[config.mk]
export PLATFORM = sky130hd
export DESIGN_NAME = tofhc_top
export DESIGN_NICKNAME = d
export VERILOG_FILES = /design/src/design/tofhc_pkg.sv /design/src/design/tofhc_wave_clamp.sv /design/src/design/tofhc_top.sv
export SDC_FILE = /design/constraint.sdc
export NUM_CORES = 1
export LEC_CHECK = 0
export ABC_AREA = 1
export BUFFER_PORTS_ARGS = -buffer_cell sky130_fd_sc_hd__buf_4
export CAP_MARGIN = 10
export CORE_MARGIN = 5
export CORE_UTILIZATION = 50
export CTS_CLUSTER_DIAMETER = 80
export DETAILED_ROUTE_END_ITERATION = 8
export GPL_ROUTABILITY_DRIVEN = 0
export PLACE_DENSITY = 0.72
export SYNTH_ARGS = -nofsm -noshare
export SYNTH_HDL_FRONTEND = slang
export SYNTH_HIERARCHICAL = 1
export SYNTH_SLANG_ARGS = --single-unit
[constraint.sdc]
create_clock -name CLK -period 3 [get_ports CLK]
set_clock_uncertainty 0.15 [all_clocks]
set_input_delay 0.15 -clock CLK [delete_from_list [all_inputs] [get_ports CLK]]
set_output_delay 0.15 -clock CLK [all_outputs]
set_load 0.02 [all_outputs]
[src/design/tofhc_pkg.sv]
// Purpose: Constants and types for the flight hit capture configuration block
// Assumes: APB slave, 40 MHz clock, crystal tick 32.768 kHz derived by divider
// Notes: Register index times four gives the byte address
package tofhc_pkg;
	// ****************************************
	// Register indices
	// ****************************************
	localparam logic [7:0] IDX_EDGE_CFG = 8'h39;
	localparam logic [7:0] IDX_HIT12_CFG = 8'h3A;
	localparam logic [7:0] IDX_HIT34_CFG = 8'h3B;
	localparam logic [7:0] IDX_HIT56_CFG = 8'h3C;
	localparam logic [7:0] IDX_BIAS_CFG = 8'h38;
	localparam logic [7:0] IDX_CTRL = 8'h50;
	localparam logic [7:0] IDX_STATUS = 8'h51;
	localparam logic [7:0] IDX_MASK = 8'h52;
	localparam logic [7:0] IDX_RESULT = 8'h53;
	localparam logic [7:0] IDX_WAVES_A = 8'h54;
	localparam logic [7:0] IDX_WAVES_B = 8'h55;
	// ****************************************
	// Reset values and timeout result
	// ****************************************
	localparam logic [15:0] RST_EDGE_CFG = 16'h0000;
	localparam logic [15:0] RST_HIT_CFG = 16'h0000;
	localparam logic [15:0] RST_BIAS_CFG = 16'h0000;
	localparam logic [15:0] RESULT_INVALID = 16'hFFFF;
	// ****************************************
	// Field positions
	// ****************************************
	localparam int HITS_LSB = 13;
	localparam int EDGE_LSB = 7;
	localparam int CYC_LSB = 4;
	localparam int TMO_LSB = 0;
	localparam int WAVE_HI_LSB = 8;
	localparam int WAVE_LO_LSB = 0;
	localparam int ST_TMO = 0;
	localparam int ST_DONE = 1;
	localparam int CTL_START = 0;
	localparam int CTL_PAIRED = 1;
	localparam int CTL_ECHO = 2;
	// ****************************************
	// Timing
	// ****************************************
	localparam int CLK_HZ = 40000000;
	localparam int XTAL_HZ = 32768;
	localparam int XTAL_DIV = CLK_HZ / XTAL_HZ;
	localparam int TMO_BASE_US = 128;
	localparam int TMO_BASE_CYC = TMO_BASE_US * (CLK_HZ / 1000000);
	localparam logic [9:0] BIAS_CYC [4] = '{10'h002, 10'h004, 10'h008, 10'h010};
	localparam logic [9:0] REPEAT_CYC [8] = '{10'h000, 10'h004, 10'h008, 10'h010,
		10'h018, 10'h020, 10'h222, 10'h28F};
	localparam logic [5:0] MIN_EDGE = 6'h02;
	localparam logic [5:0] MIN_HIT [6] = '{6'h03, 6'h04, 6'h05, 6'h06, 6'h07, 6'h08};
	// ****************************************
	// Types
	// ****************************************
	typedef enum logic [2:0] {
		S_IDLE = 3'b000,
		S_BIAS = 3'b001,
		S_RUN = 3'b010,
		S_GAP = 3'b011,
		S_DONE = 3'b100
	} tofhc_state_e;
	typedef struct packed {
		logic [2:0] hits;
		logic [5:0] edge_wave;
		logic [2:0] repeat_sel;
		logic [2:0] expiry_sel;
	} tofhc_cfg_s;
endpackage : tofhc_pkg

[src/design/tofhc_wave_clamp.sv]
// Purpose: Raise a wave code to the earliest measurable wave
// Assumes: Codes are six bits
// Notes: One instance per hit and the early edge
`timescale 1ns/1ps
module tofhc_wave_clamp
(
	// Clock and reset
	input wire logic clk,
	input wire logic rst_n,
	// Wave code in and floor
	input wire logic [5:0] code,
	input wire logic [5:0] floor_wave,
	// Effective wave
	output logic [5:0] wave
);
	logic [5:0] wave_reg;
	logic [5:0] wave_next;

	// Codes below the floor measure the floor wave
	always_comb
	begin
		wave_next = (code < floor_wave) ? floor_wave : code;
	end

	// Register so the top sees a flopped value
	always_ff @(posedge clk)
	begin
		if (!rst_n)
			wave_reg <= 6'h00;
		else
			wave_reg <= wave_next;
	end

	assign wave = wave_reg;
endmodule : tofhc_wave_clamp

[src/design/tofhc_top.sv]
// Purpose: Flight hit capture configuration registers and measurement sequencer
// Assumes: APB master, single 40 MHz clock, echo input marks received flight end
// Notes: Zero wait state APB; unmapped reads give zero with no error
`timescale 1ns/1ps
module tofhc_top
(
	// Clock and reset
	input wire logic CLK,
	input wire logic RST_N,
	// APB slave
	input wire logic PSEL,
	input wire logic PENABLE,
	input wire logic PWRITE,
	input wire logic [11:0] PADDR,
	input wire logic [31:0] PWDATA,
	output logic [31:0] PRDATA,
	output logic PREADY,
	output logic PSLVERR,
	// Flight front end
	input wire logic ECHO_SEEN,
	input wire logic [15:0] RESULT_IN,
	output logic REF_CLK_ON,
	output logic BIAS_SETTLING,
	output logic FLIGHT_ACTIVE,
	output logic DOWNSTREAM_RUN,
	output logic [2:0] HIT_TOTAL,
	// Interrupt
	output logic IRQ
);
	// ****************************************
	// Register file
	// ****************************************
	logic [15:0] edge_cfg_reg, edge_cfg_next;
	logic [15:0] hit12_reg, hit12_next;
	logic [15:0] hit34_reg, hit34_next;
	logic [15:0] hit56_reg, hit56_next;
	logic [1:0] bias_reg, bias_next;
	logic [1:0] status_reg, status_next;
	logic [1:0] mask_reg, mask_next;
	logic [15:0] result_reg, result_next;
	logic [31:0] prdata_reg, prdata_next;
	logic irq_reg, irq_next;
	logic start_pulse, paired_pulse;
	logic wr_cyc, rd_cyc;
	logic [9:0] index;
	logic tmo_evt, done_evt, valid_evt;
	logic [5:0] eff_wave [7];
	logic [5:0] raw_wave [7];
	logic [5:0] floor_wave [7];

	// Word index from byte address
	assign index = PADDR[11:2];
	assign wr_cyc = PSEL && PENABLE && PWRITE;
	assign rd_cyc = PSEL && !PENABLE && !PWRITE;

	// Next state of software visible registers
	always_comb
	begin
		edge_cfg_next = edge_cfg_reg;
		hit12_next = hit12_reg;
		hit34_next = hit34_reg;
		hit56_next = hit56_reg;
		bias_next = bias_reg;
		mask_next = mask_reg;
		start_pulse = 1'b0;
		paired_pulse = 1'b0;
		status_next = status_reg;
		result_next = result_reg;
		if (wr_cyc)
		begin
			case (index)
				{2'b00, tofhc_pkg::IDX_EDGE_CFG}: edge_cfg_next = PWDATA[15:0] & 16'hFFF7;
				{2'b00, tofhc_pkg::IDX_HIT12_CFG}: hit12_next = PWDATA[15:0] & 16'h3F3F;
				{2'b00, tofhc_pkg::IDX_HIT34_CFG}: hit34_next = PWDATA[15:0] & 16'h3F3F;
				{2'b00, tofhc_pkg::IDX_HIT56_CFG}: hit56_next = PWDATA[15:0] & 16'h3F3F;
				{2'b00, tofhc_pkg::IDX_BIAS_CFG}: bias_next = PWDATA[1:0];
				{2'b00, tofhc_pkg::IDX_MASK}: mask_next = PWDATA[1:0];
				{2'b00, tofhc_pkg::IDX_STATUS}: status_next = status_reg & ~PWDATA[1:0];
				{2'b00, tofhc_pkg::IDX_CTRL}:
				begin
					start_pulse = PWDATA[tofhc_pkg::CTL_START];
					paired_pulse = PWDATA[tofhc_pkg::CTL_PAIRED];
				end
				default: ;
			endcase
		end
		// Hardware set wins over a write-one clear in the same cycle
		if (tmo_evt)
			status_next[tofhc_pkg::ST_TMO] = 1'b1;
		if (done_evt)
			status_next[tofhc_pkg::ST_DONE] = 1'b1;
		if (tmo_evt)
			result_next = tofhc_pkg::RESULT_INVALID;
		else if (valid_evt)
			result_next = RESULT_IN;
		irq_next = |(status_next & mask_next);
	end

	// Read mux registered in setup so data stands in access phase
	always_comb
	begin
		prdata_next = prdata_reg;
		if (rd_cyc)
		begin
			case (index)
				{2'b00, tofhc_pkg::IDX_EDGE_CFG}: prdata_next = {16'h0000, edge_cfg_reg};
				{2'b00, tofhc_pkg::IDX_HIT12_CFG}: prdata_next = {16'h0000, hit12_reg};
				{2'b00, tofhc_pkg::IDX_HIT34_CFG}: prdata_next = {16'h0000, hit34_reg};
				{2'b00, tofhc_pkg::IDX_HIT56_CFG}: prdata_next = {16'h0000, hit56_reg};
				{2'b00, tofhc_pkg::IDX_BIAS_CFG}: prdata_next = {30'h00000000, bias_reg};
				{2'b00, tofhc_pkg::IDX_STATUS}: prdata_next = {30'h00000000, status_reg};
				{2'b00, tofhc_pkg::IDX_MASK}: prdata_next = {30'h00000000, mask_reg};
				{2'b00, tofhc_pkg::IDX_RESULT}: prdata_next = {16'h0000, result_reg};
				{2'b00, tofhc_pkg::IDX_WAVES_A}:
					prdata_next = {8'h00, eff_wave[3], eff_wave[2], eff_wave[1], eff_wave[0]};
				{2'b00, tofhc_pkg::IDX_WAVES_B}:
					prdata_next = {14'h0000, eff_wave[6], eff_wave[5], eff_wave[4]};
				default: prdata_next = 32'h00000000;
			endcase
		end
	end

	// Register bank storage
	always_ff @(posedge CLK)
	begin
		if (!RST_N)
		begin
			edge_cfg_reg <= tofhc_pkg::RST_EDGE_CFG;
			hit12_reg <= tofhc_pkg::RST_HIT_CFG;
			hit34_reg <= tofhc_pkg::RST_HIT_CFG;
			hit56_reg <= tofhc_pkg::RST_HIT_CFG;
			bias_reg <= tofhc_pkg::RST_BIAS_CFG[1:0];
			status_reg <= 2'b00;
			mask_reg <= 2'b00;
			result_reg <= 16'h0000;
			prdata_reg <= 32'h00000000;
			irq_reg <= 1'b0;
		end
		else
		begin
			edge_cfg_reg <= edge_cfg_next;
			hit12_reg <= hit12_next;
			hit34_reg <= hit34_next;
			hit56_reg <= hit56_next;
			bias_reg <= bias_next;
			status_reg <= status_next;
			mask_reg <= mask_next;
			result_reg <= result_next;
			prdata_reg <= prdata_next;
			irq_reg <= irq_next;
		end
	end

	// ****************************************
	// Wave selection clamps
	// ****************************************
	// Host keeps each code above the previous; hardware only floors them
	assign raw_wave[0] = edge_cfg_reg[tofhc_pkg::EDGE_LSB +: 6];
	assign raw_wave[1] = hit12_reg[tofhc_pkg::WAVE_HI_LSB +: 6];
	assign raw_wave[2] = hit12_reg[tofhc_pkg::WAVE_LO_LSB +: 6];
	assign raw_wave[3] = hit34_reg[tofhc_pkg::WAVE_HI_LSB +: 6];
	assign raw_wave[4] = hit34_reg[tofhc_pkg::WAVE_LO_LSB +: 6];
	assign raw_wave[5] = hit56_reg[tofhc_pkg::WAVE_HI_LSB +: 6];
	assign raw_wave[6] = hit56_reg[tofhc_pkg::WAVE_LO_LSB +: 6];
	assign floor_wave[0] = tofhc_pkg::MIN_EDGE;
	assign floor_wave[1] = tofhc_pkg::MIN_HIT[0];
	assign floor_wave[2] = tofhc_pkg::MIN_HIT[1];
	assign floor_wave[3] = tofhc_pkg::MIN_HIT[2];
	assign floor_wave[4] = tofhc_pkg::MIN_HIT[3];
	assign floor_wave[5] = tofhc_pkg::MIN_HIT[4];
	assign floor_wave[6] = tofhc_pkg::MIN_HIT[5];

	genvar gi;
	generate
		for (gi = 0; gi < 7; gi++)
		begin : g_clamp
			tofhc_wave_clamp u_clamp
			(
				.clk(CLK),
				.rst_n(RST_N),
				.code(raw_wave[gi]),
				.floor_wave(floor_wave[gi]),
				.wave(eff_wave[gi])
			);
		end
	endgenerate

	// ****************************************
	// Crystal tick and sequencer
	// ****************************************
	tofhc_pkg::tofhc_cfg_s cfg;
	tofhc_pkg::tofhc_state_e state_reg, state_next;
	logic [10:0] div_reg, div_next;
	logic [9:0] xcnt_reg, xcnt_next;
	// Twenty bits: the longest expiry code needs 655360 cycles
	logic [19:0] tcnt_reg, tcnt_next;
	logic paired_reg, paired_next;
	logic down_reg, down_next;
	logic refon_reg, refon_next;
	logic [2:0] hits_reg, hits_next;
	logic xtick;
	logic [19:0] tmo_limit;

	assign cfg = {edge_cfg_reg[15:13], edge_cfg_reg[12:7], edge_cfg_reg[6:4], edge_cfg_reg[2:0]};
	assign xtick = (div_reg == 11'(tofhc_pkg::XTAL_DIV - 1));
	assign tmo_limit = 20'(tofhc_pkg::TMO_BASE_CYC) << cfg.expiry_sel;

	// Sequencer next state
	always_comb
	begin
		state_next = state_reg;
		div_next = xtick ? 11'h000 : div_reg + 11'h001;
		xcnt_next = xcnt_reg;
		tcnt_next = tcnt_reg;
		paired_next = paired_reg;
		down_next = down_reg;
		refon_next = refon_reg;
		tmo_evt = 1'b0;
		done_evt = 1'b0;
		valid_evt = 1'b0;
		hits_next = (cfg.hits > 3'h4) ? 3'h6 : cfg.hits + 3'h1;
		case (state_reg)
			tofhc_pkg::S_IDLE:
			begin
				if (start_pulse || paired_pulse)
				begin
					state_next = tofhc_pkg::S_BIAS;
					paired_next = paired_pulse;
					down_next = 1'b0;
					refon_next = 1'b1;
					xcnt_next = 10'h000;
				end
			end
			tofhc_pkg::S_BIAS:
			begin
				if (xtick)
					xcnt_next = xcnt_reg + 10'h001;
				if (xtick && (xcnt_reg + 10'h001 >= tofhc_pkg::BIAS_CYC[bias_reg]))
				begin
					state_next = tofhc_pkg::S_RUN;
					tcnt_next = 20'h00000;
				end
			end
			tofhc_pkg::S_RUN:
			begin
				tcnt_next = tcnt_reg + 20'h00001;
				if (xtick)
					xcnt_next = xcnt_reg + 10'h001;
				if (tcnt_reg + 20'h00001 >= tmo_limit)
				begin
					tmo_evt = 1'b1;
					state_next = tofhc_pkg::S_DONE;
				end
				else if (ECHO_SEEN)
				begin
					valid_evt = 1'b1;
					if (paired_reg && !down_reg)
					begin
						state_next = tofhc_pkg::S_GAP;
						refon_next = (cfg.repeat_sel < 3'h6);
					end
					else
						state_next = tofhc_pkg::S_DONE;
				end
			end
			tofhc_pkg::S_GAP:
			begin
				if (xtick)
					xcnt_next = xcnt_reg + 10'h001;
				// Overrun of the interval launches at once, as code zero
				if (xcnt_reg >= tofhc_pkg::REPEAT_CYC[cfg.repeat_sel])
				begin
					state_next = tofhc_pkg::S_BIAS;
					down_next = 1'b1;
					refon_next = 1'b1;
					xcnt_next = 10'h000;
				end
			end
			tofhc_pkg::S_DONE:
			begin
				done_evt = 1'b1;
				refon_next = 1'b0;
				down_next = 1'b0; // Downstream flag only from the second bias of the pair to done
				state_next = tofhc_pkg::S_IDLE;
			end
			default: state_next = tofhc_pkg::S_IDLE;
		endcase
	end

	// Sequencer registers
	always_ff @(posedge CLK)
	begin
		if (!RST_N)
		begin
			state_reg <= tofhc_pkg::S_IDLE;
			div_reg <= 11'h000;
			xcnt_reg <= 10'h000;
			tcnt_reg <= 20'h00000;
			paired_reg <= 1'b0;
			down_reg <= 1'b0;
			refon_reg <= 1'b0;
			hits_reg <= 3'h1;
		end
		else
		begin
			state_reg <= state_next;
			div_reg <= div_next;
			xcnt_reg <= xcnt_next;
			tcnt_reg <= tcnt_next;
			paired_reg <= paired_next;
			down_reg <= down_next;
			refon_reg <= refon_next;
			hits_reg <= hits_next;
		end
	end

	// Outputs come from flops, PSLVERR tied low; zero wait state slave
	logic ready_reg;
	logic bias_o_reg, run_o_reg;
	always_ff @(posedge CLK)
	begin
		if (!RST_N)
		begin
			ready_reg <= 1'b0;
			bias_o_reg <= 1'b0;
			run_o_reg <= 1'b0;
		end
		else
		begin
			ready_reg <= PSEL && !PENABLE;
			bias_o_reg <= (state_next == tofhc_pkg::S_BIAS);
			run_o_reg <= (state_next == tofhc_pkg::S_RUN);
		end
	end

	assign PRDATA = prdata_reg;
	assign PREADY = ready_reg;
	assign PSLVERR = 1'b0;
	assign REF_CLK_ON = refon_reg;
	assign BIAS_SETTLING = bias_o_reg;
	assign FLIGHT_ACTIVE = run_o_reg;
	assign DOWNSTREAM_RUN = down_reg;
	assign HIT_TOTAL = hits_reg;
	assign IRQ = irq_reg;
endmodule : tofhc_top

==> qor.txt, run 1 <==
Startpoint types = register
Antenna violations before repair = 2
Slowest cell on the critical path = dfxtp_2
Wire per inst = 15.3 um
Comb pwr share = 0.072
Dpl cell area = 0.0123 mm2
Seq/Total Area, Yosys = 0.337
Clk buf depth = 2
# fillers = 2130
Starting Density = 0.508
# port buffers = 80
Global Route Usage Sum = 0.243
Hold path depth = 4
Vias in the first global route = 10400
Critical path class = reg -> reg
Post-synthesis mux area share = 0.000874
Hold Vio Cnt, Final = 0
Average size of a mapped cell = 6.91 um2
H-Tree Depth = 4
Final wirelength = 32.4 mm
Worst-Margin Slew = 0.757 ns
First-pass GRT wire length = 51.9 mm
Setup Viol. Count Final = 15
Final net count = 1944
Switching share of power = 0.242
Post-layout minimum cycle time = 3.03 ns
Sequential power share = 0.493
Post-Layout Cell Count = 2111
CTS root buffer = clkbuf_16
CTS Sinks = 193
Vias = 11200
Pin count of the biggest net entering global routing = 56
Failing checks = negative setup slack
Grt ovf = 0
Leakage = 6.16 nW
Max-cap violations = 0
Asr flop ratio synth = 0
Min-delay worst type = in -> reg
Critical path required time = 3.17 ns
Ys flop type = dfxtp_1
Multi-input gate area = 0.00663 mm2
Synthesized instance count = 1658
DRC = 0
FF/Latch Area = 0.00388 mm2
R2R Path Start = tcnt_reg[1]
Number of synthesized flops with an enable pin = 0
Synth Area in Simple Gates = 0.313
Core area = 0.0226 mm2
Arrival @ worst endpoint = 3.20 ns
Critical path peak fanout = 8
Synth Area in Compound Gates = 0.144
Relative max-transition margin = 0.495
Final period util = 1.01
DRT iter0 DRCs = 874
Via density = 5.29
Number of I/O pins = 108
Die Span Y = 161 um
Main combinational cell family by area after synthesis = simple AND/OR/NAND/NOR gates
Max-slew violation count = 0
Internal Power = 4.01 mW
XOR/XNOR share of the synthesized area = 0.0161
Clock Latency Late Sink = 0.44 ns
Die W = 161 um
Inst Count DP = 2031
Synth cell types = 49
Ordered list of cells on the worst path = buf_4 > ha_2 > inv_1 > nor2_2 > nand3_1 > nor2_2 > xor2_1 > ha_1 > nand2_1 > o21bai_1 > nand3_1 > nand2_2 > nand2_4 > o21ai_4 > buf_12 > inv_4 > o21ai_1 > nor2_1
Top delay family on crit path = simple AND/OR/NAND/NOR gates
Num CTS Buffers = 17
Mapped Area = 0.0115 mm2
FMAX = 330 MHz
Syn. warnings = 6
Routed Antenna Nets = 0
Hold_sp = PADDR[3]
R2r endpoint = result_reg[14]
Clock share of power = 0.435
Pwr/cell area = 390 mW/mm2
Initial DRT Pass Iterations = 6
Worst-path clk slew = 0.07 ns
Worst Reg-to-Reg Cells = 18
HPWL Detailed = 23.5 mm
Maximum vdd drop = 316 uV
PnR worst setup slack = -0.0268 ns
CP peak stage delay = 0.35 ns
Layout cells sized above 1 = 0.152
Worst setup EP type = register
Switch Pwr = 1.28 mW
Die ar. = 0.0260 mm2
P&R area growth vs syn = 18.4%
Final cell area excluding filler cells = 0.0136 mm2
Hold Path End = paired_reg
Status = finished, violations left
Post-Synth Adder-Cell Area = 0.0721
CTS tree = yes
Synth Register Bits = 193
Row cnt = 55
Number of flip-flops in the largest register = 42
Buf/Inv on CP = 4
R2R Setup Slk = -0.03 ns
RSZ-0062 raised after global routing = yes
## cells by family after synthesis
kind of cell | count (synthesis)
buf+inv | 297
xor+xnor | 21
simple gates | 796
compound gates | 282
mux | 1
fa+ha+maj | 66
other cells | 2
flops | 193
## cell usage after synthesis, types with 19 or more instances
cell type	count	share of area
inv_1	216	0.071
nand3_1	113	0.049
clkbuf_1	29	0.0095
nand2_1	389	0.13
buf_6	19	0.019
ha_1	66	0.072
a21oi_1	141	0.062
a21oi_2	21	0.016
nand3_2	23	0.020
nor3_1	28	0.012
o21ai_0	78	0.034
dfxtp_1	193	0.34
nor2_1	172	0.056
nand4_1	36	0.020
## final cells by class
type | count | area share
clock inverter | 12 | 0.00950
antenna | 1 | 0.000184
tap | 285 | 0.0263
sequential | 193 | 0.286
timing repair buffer | 151 | 0.0930
timing repair inverter | 1 | 0.000461
multi-input combinational | 1224 | 0.489
clock buffer | 20 | 0.0337
inverter | 224 | 0.0624
## power groups by stage
| stage | clock network, mW | logic, mW | registers [mW] |
|---|---|---|---|
| 6_report | 2.30 | 0.380 | 2.61 |
| 3_3_place_gp | 0 | 0.325 | 2.67 |
| 2_1_floorplan | 0 | 0.208 | 2.67 |
| 3_5_place_dp | 0 | 0.331 | 2.67 |
| 4_1_cts | 2.32 | 0.369 | 2.61 |
| 5_1_grt | 2.44 | 0.424 | 2.61 |
## placed cells by master (no fill, tap or decap), drive strengths merged
| master | synthesis | layout |
|---|---|---|
| nand2 | 394 | 394 |
| inv | 224 | 227 |
| dfxtp | 193 | 193 |
| nor2 | 183 | 183 |
| a21oi | 169 | 169 |
| nand3 | 138 | 138 |
| buf | 44 | 116 |
| o21ai | 82 | 82 |
| ha | 66 | 66 |
| conb | 2 | 58 |
| nand4 | 37 | 37 |
| dlygate4sd3 | 0 | 35 |
| nor3 | 32 | 32 |
| clkbuf | 29 | 20 |
| xor2 | 18 | 18 |
| o22ai | 7 | 7 |
| a211oi | 6 | 6 |
| o21bai | 5 | 5 |
| clkinv | 0 | 5 |
| o2111ai | 4 | 4 |
| nor3b | 3 | 3 |
| or2 | 3 | 3 |
| xnor2 | 3 | 3 |
| clkinvlp | 0 | 3 |
| nor4 | 3 | 3 |
| o211ai | 2 | 2 |
| o21a | 2 | 2 |
| nand3b | 2 | 2 |
| bufinv | 0 | 2 |
| a31oi | 2 | 2 |
| diode | 0 | 1 |
| mux2i | 1 | 1 |
| and3 | 1 | 1 |
| o31ai | 1 | 1 |
| a21o | 1 | 1 |
| o221ai | 1 | 1 |
## per-layer routing
metal,GRT usage,part of all wire
met5,0,0.00022
met4,0.105,0.043
met3,0.0434,0.054
met2,0.405,0.47
met1,0.308,0.43
## through the flow
stage / hold slack [ns] / utilization / power, mW / worst slack [ns] / TNS, ns
after floorplan: 0.0785 / - / 2.87 / 0.152 / 0
after global placement: 0.192 / 0.546 / 3.00 / 0.0328 / 0
after detailed placement: 0.195 / 0.546 / 3.00 / -0.0546 / -0.487
after CTS: 0.0121 / 0.588 / 5.30 / 0.00497 / 0
after global routing: 0.0567 / 0.601 / 5.47 / -0.236 / -4.09
final: 0.0336 / 0.601 / 5.29 / -0.0268 / -0.197
## repair_timing
item,4_1_cts,5_1_grt
hold buffers,35,0
endpoints found under the hold margin,73,0
gates cloned,0,2
endpoints found under the setup margin,16,24
pin swaps,1,18
setup buffers,0,10
gates resized for setup,1,73
## tightest hold or removal path: stages
cell and delay (ns):
buf_4 0.11, nor2_4 0.06, nand4_1 0.16, a21oi_1 0.09
## worst max-delay path by stage
stage | start | to | slack, ns | cells past startpoint
4_1_cts | tcnt_reg[0] | result_reg[11] | 0.005 | 18
3_3_place_gp | tcnt_reg[0] | result_reg[3] | 0.03 | 18
5_1_grt | tcnt_reg[2] | result_reg[14] | -0.24 | 20
6_report | tcnt_reg[1] | result_reg[14] | -0.03 | 18
3_5_place_dp | tcnt_reg[0] | result_reg[15] | -0.05 | 18
2_1_floorplan | tcnt_reg[2] | result_reg[10] | 0.15 | 16
No activity file was read; power rests on OpenSTA's default activity.
==> inputs of run 2 (changes only) <==
- CORE_UTILIZATION: 50 -> 40
- PLACE_DENSITY: 0.72 -> not set
==> qor.txt, run 2 (synthesized netlist as in run 1, its figures left out) <==
Status = complete, no violations
CTS tree = yes
Vias in the first global route = 10100
Setup Viol. Count Final = 0
# diodes = 0
Ordered list of cells on the worst path = buf_4 > nand4_1 > nor2_2 > nand3_2 > nor2_2 > xor2_1 > ha_1 > nand2_2 > nor2_2 > o21ai_1 > nand3_1 > nand2_1 > nand2_2 > o21ai_4 > clkinvlp_4 > o21ai_0 > nor2_1
Die ar. = 0.0321 mm2
Dpl cell area = 0.0125 mm2
First-pass GRT wire length = 52.3 mm
Via density = 4.92
Startpoint types = register
Final Total Pwr = 5.50 mW
DRT iter0 DRCs = 787
Commonest non-fill, non-tap cell in the layout = nand2_1
Global Route Usage Sum = 0.206
Post-layout minimum cycle time = 2.99 ns
Min-delay worst type = in -> reg
Slowest cell on the critical path = dfxtp_2
Final period util = 0.998
Number of flip-flops in the largest register = 42
Layout cells sized above 1 = 0.165
Relative max-transition margin = 0.476
Starting Density = 0.402
Wire per inst = 14.9 um
Multi-input gate area = 0.00666 mm2
Buf/Inv on CP = 2
Hold Vio Cnt, Final = 0
Routed Antenna Nets = 0
CP peak stage delay = 0.35 ns
Vias = 11000
Die W = 179 um
Critical path required time = 3.18 ns
RSZ-0062 raised after global routing = yes
Top cell by count, worst path = nor2_2
Worst-Margin Slew = 0.786 ns
Pwr/cell area = 396 mW/mm2
PnR worst setup slack = 0.00532 ns
Final net count = 1961
Leakage = 6.27 nW
Number of I/O pins = 108
Die Span Y = 179 um
HPWL Detailed = 24.3 mm
Worst setup EP type = register
Maximum vdd drop = 409 uV
Max-slew violation count = 0
Max-cap violations = 0
Top delay family on crit path = simple AND/OR/NAND/NOR gates
FMAX = 334 MHz
P&R area growth vs syn = 21.3%
Clock Latency Late Sink = 0.44 ns
CTS root buffer = clkbuf_16
Critical path class = reg -> reg
Final wirelength = 33.1 mm
Arrival @ worst endpoint = 3.17 ns
Pre-CTS setup slack = -0.0411 ns
# port buffers = 80
Num CTS Buffers = 17
Core area = 0.0285 mm2
Pin count of the biggest net entering global routing = 57
Antenna violations before repair = 1
Grt ovf = 0
Most frequent cells in the layout = 383 x nand2_1, 213 x inv_1, 181 x dfxtp_1
Row cnt = 62
Initial DRT Pass Iterations = 6
Final cell area excluding filler cells = 0.0139 mm2
DRC = 0
FF/Latch Area = 0.00388 mm2
Clk buf depth = 2
Worst-path clk slew = 0.08 ns
# fillers = 2901
CTS Sinks = 193
H-Tree Depth = 4
Critical path peak fanout = 8
-- run 2: cell count changes in the layout (fill, tap and decap cells not counted), sizes merged --
| cell | before | now |
|---|---|---|
| clkinv | 5 | 3 |
| dlygate4sd3 | 35 | 36 |
| diode | 1 | 0 |
| buf | 116 | 132 |
| bufinv | 2 | 3 |
| clkbuf | 20 | 19 |
| inv | 227 | 229 |
-- run 2: tightest hold or removal path, stage by stage --
cell and delay, ns:
buf_4 0.16, nor3_2 0.10, nand4_1 0.07, a21oi_1 0.08
-- run 2: final timing paths --
path	to	depth (start not counted)	start	slack, ns
max	result_reg[15]	17	tcnt_reg[3]	0.005
min	mask_reg[1]	4	PADDR[4]	0.05
max reg2reg	result_reg[15]	17	tcnt_reg[3]	0.005
min reg2reg	div_reg[0]	1	div_reg[0]	0.31
-- run 2: where the power goes --
part | total (mW) | switching (mW) | internal (mW) | leakage, nW
combinational | 0.385 | 0.243 | 0.142 | 4.38
clock | 2.51 | 1.12 | 1.40 | 0.314
sequential | 2.61 | 0.0133 | 2.59 | 1.57
total | 5.50 | 1.37 | 4.13 | 6.27
-- run 2: repair_timing --
item,CTS,global route
pin swaps,8,27
setup endpoints to repair,19,22
buffers inserted,10,12
endpoints found under the hold margin,81,0
cloned,1,0
gates resized for setup,27,50
hold buffers,36,0
-- run 2: cell type report --
type,count,share of cell area
Inverter,224,0.0608
Clock buffer,19,0.0326
Sequential cell,193,0.279
Timing Repair inverter,1,0.000540
Timing Repair Buffer,168,0.0992
Multi-Input combinational cell,1224,0.479
Clock inverter,13,0.0136
Tap cell,384,0.0346
-- run 2: layer usage --
metal / track usage / up-vias / share of wire / wire length (um)
met5: 0 / - / 0 / 0
met4: 0.0724 / 0 / 0.030 / 987
met3: 0.0297 / 52 / 0.047 / 1550
met2: 0.343 / 250 / 0.47 / 15500
met1: 0.273 / 4998 / 0.46 / 15100
li1: - / 5656 / - / -
-- run 2: through the flow --
stage	setup TNS [ns]	hold WS, ns	std cells	utilization
floorplan	0	0.0785	1714	-
global placement	0	0.192	2135	0.439
detailed placement	-0.462	0.198	2135	0.439
CTS	-0.00934	0.0294	2214	0.479
global route	-3.82	0.0430	2226	0.488
finish	0	0.0492	2226	0.488
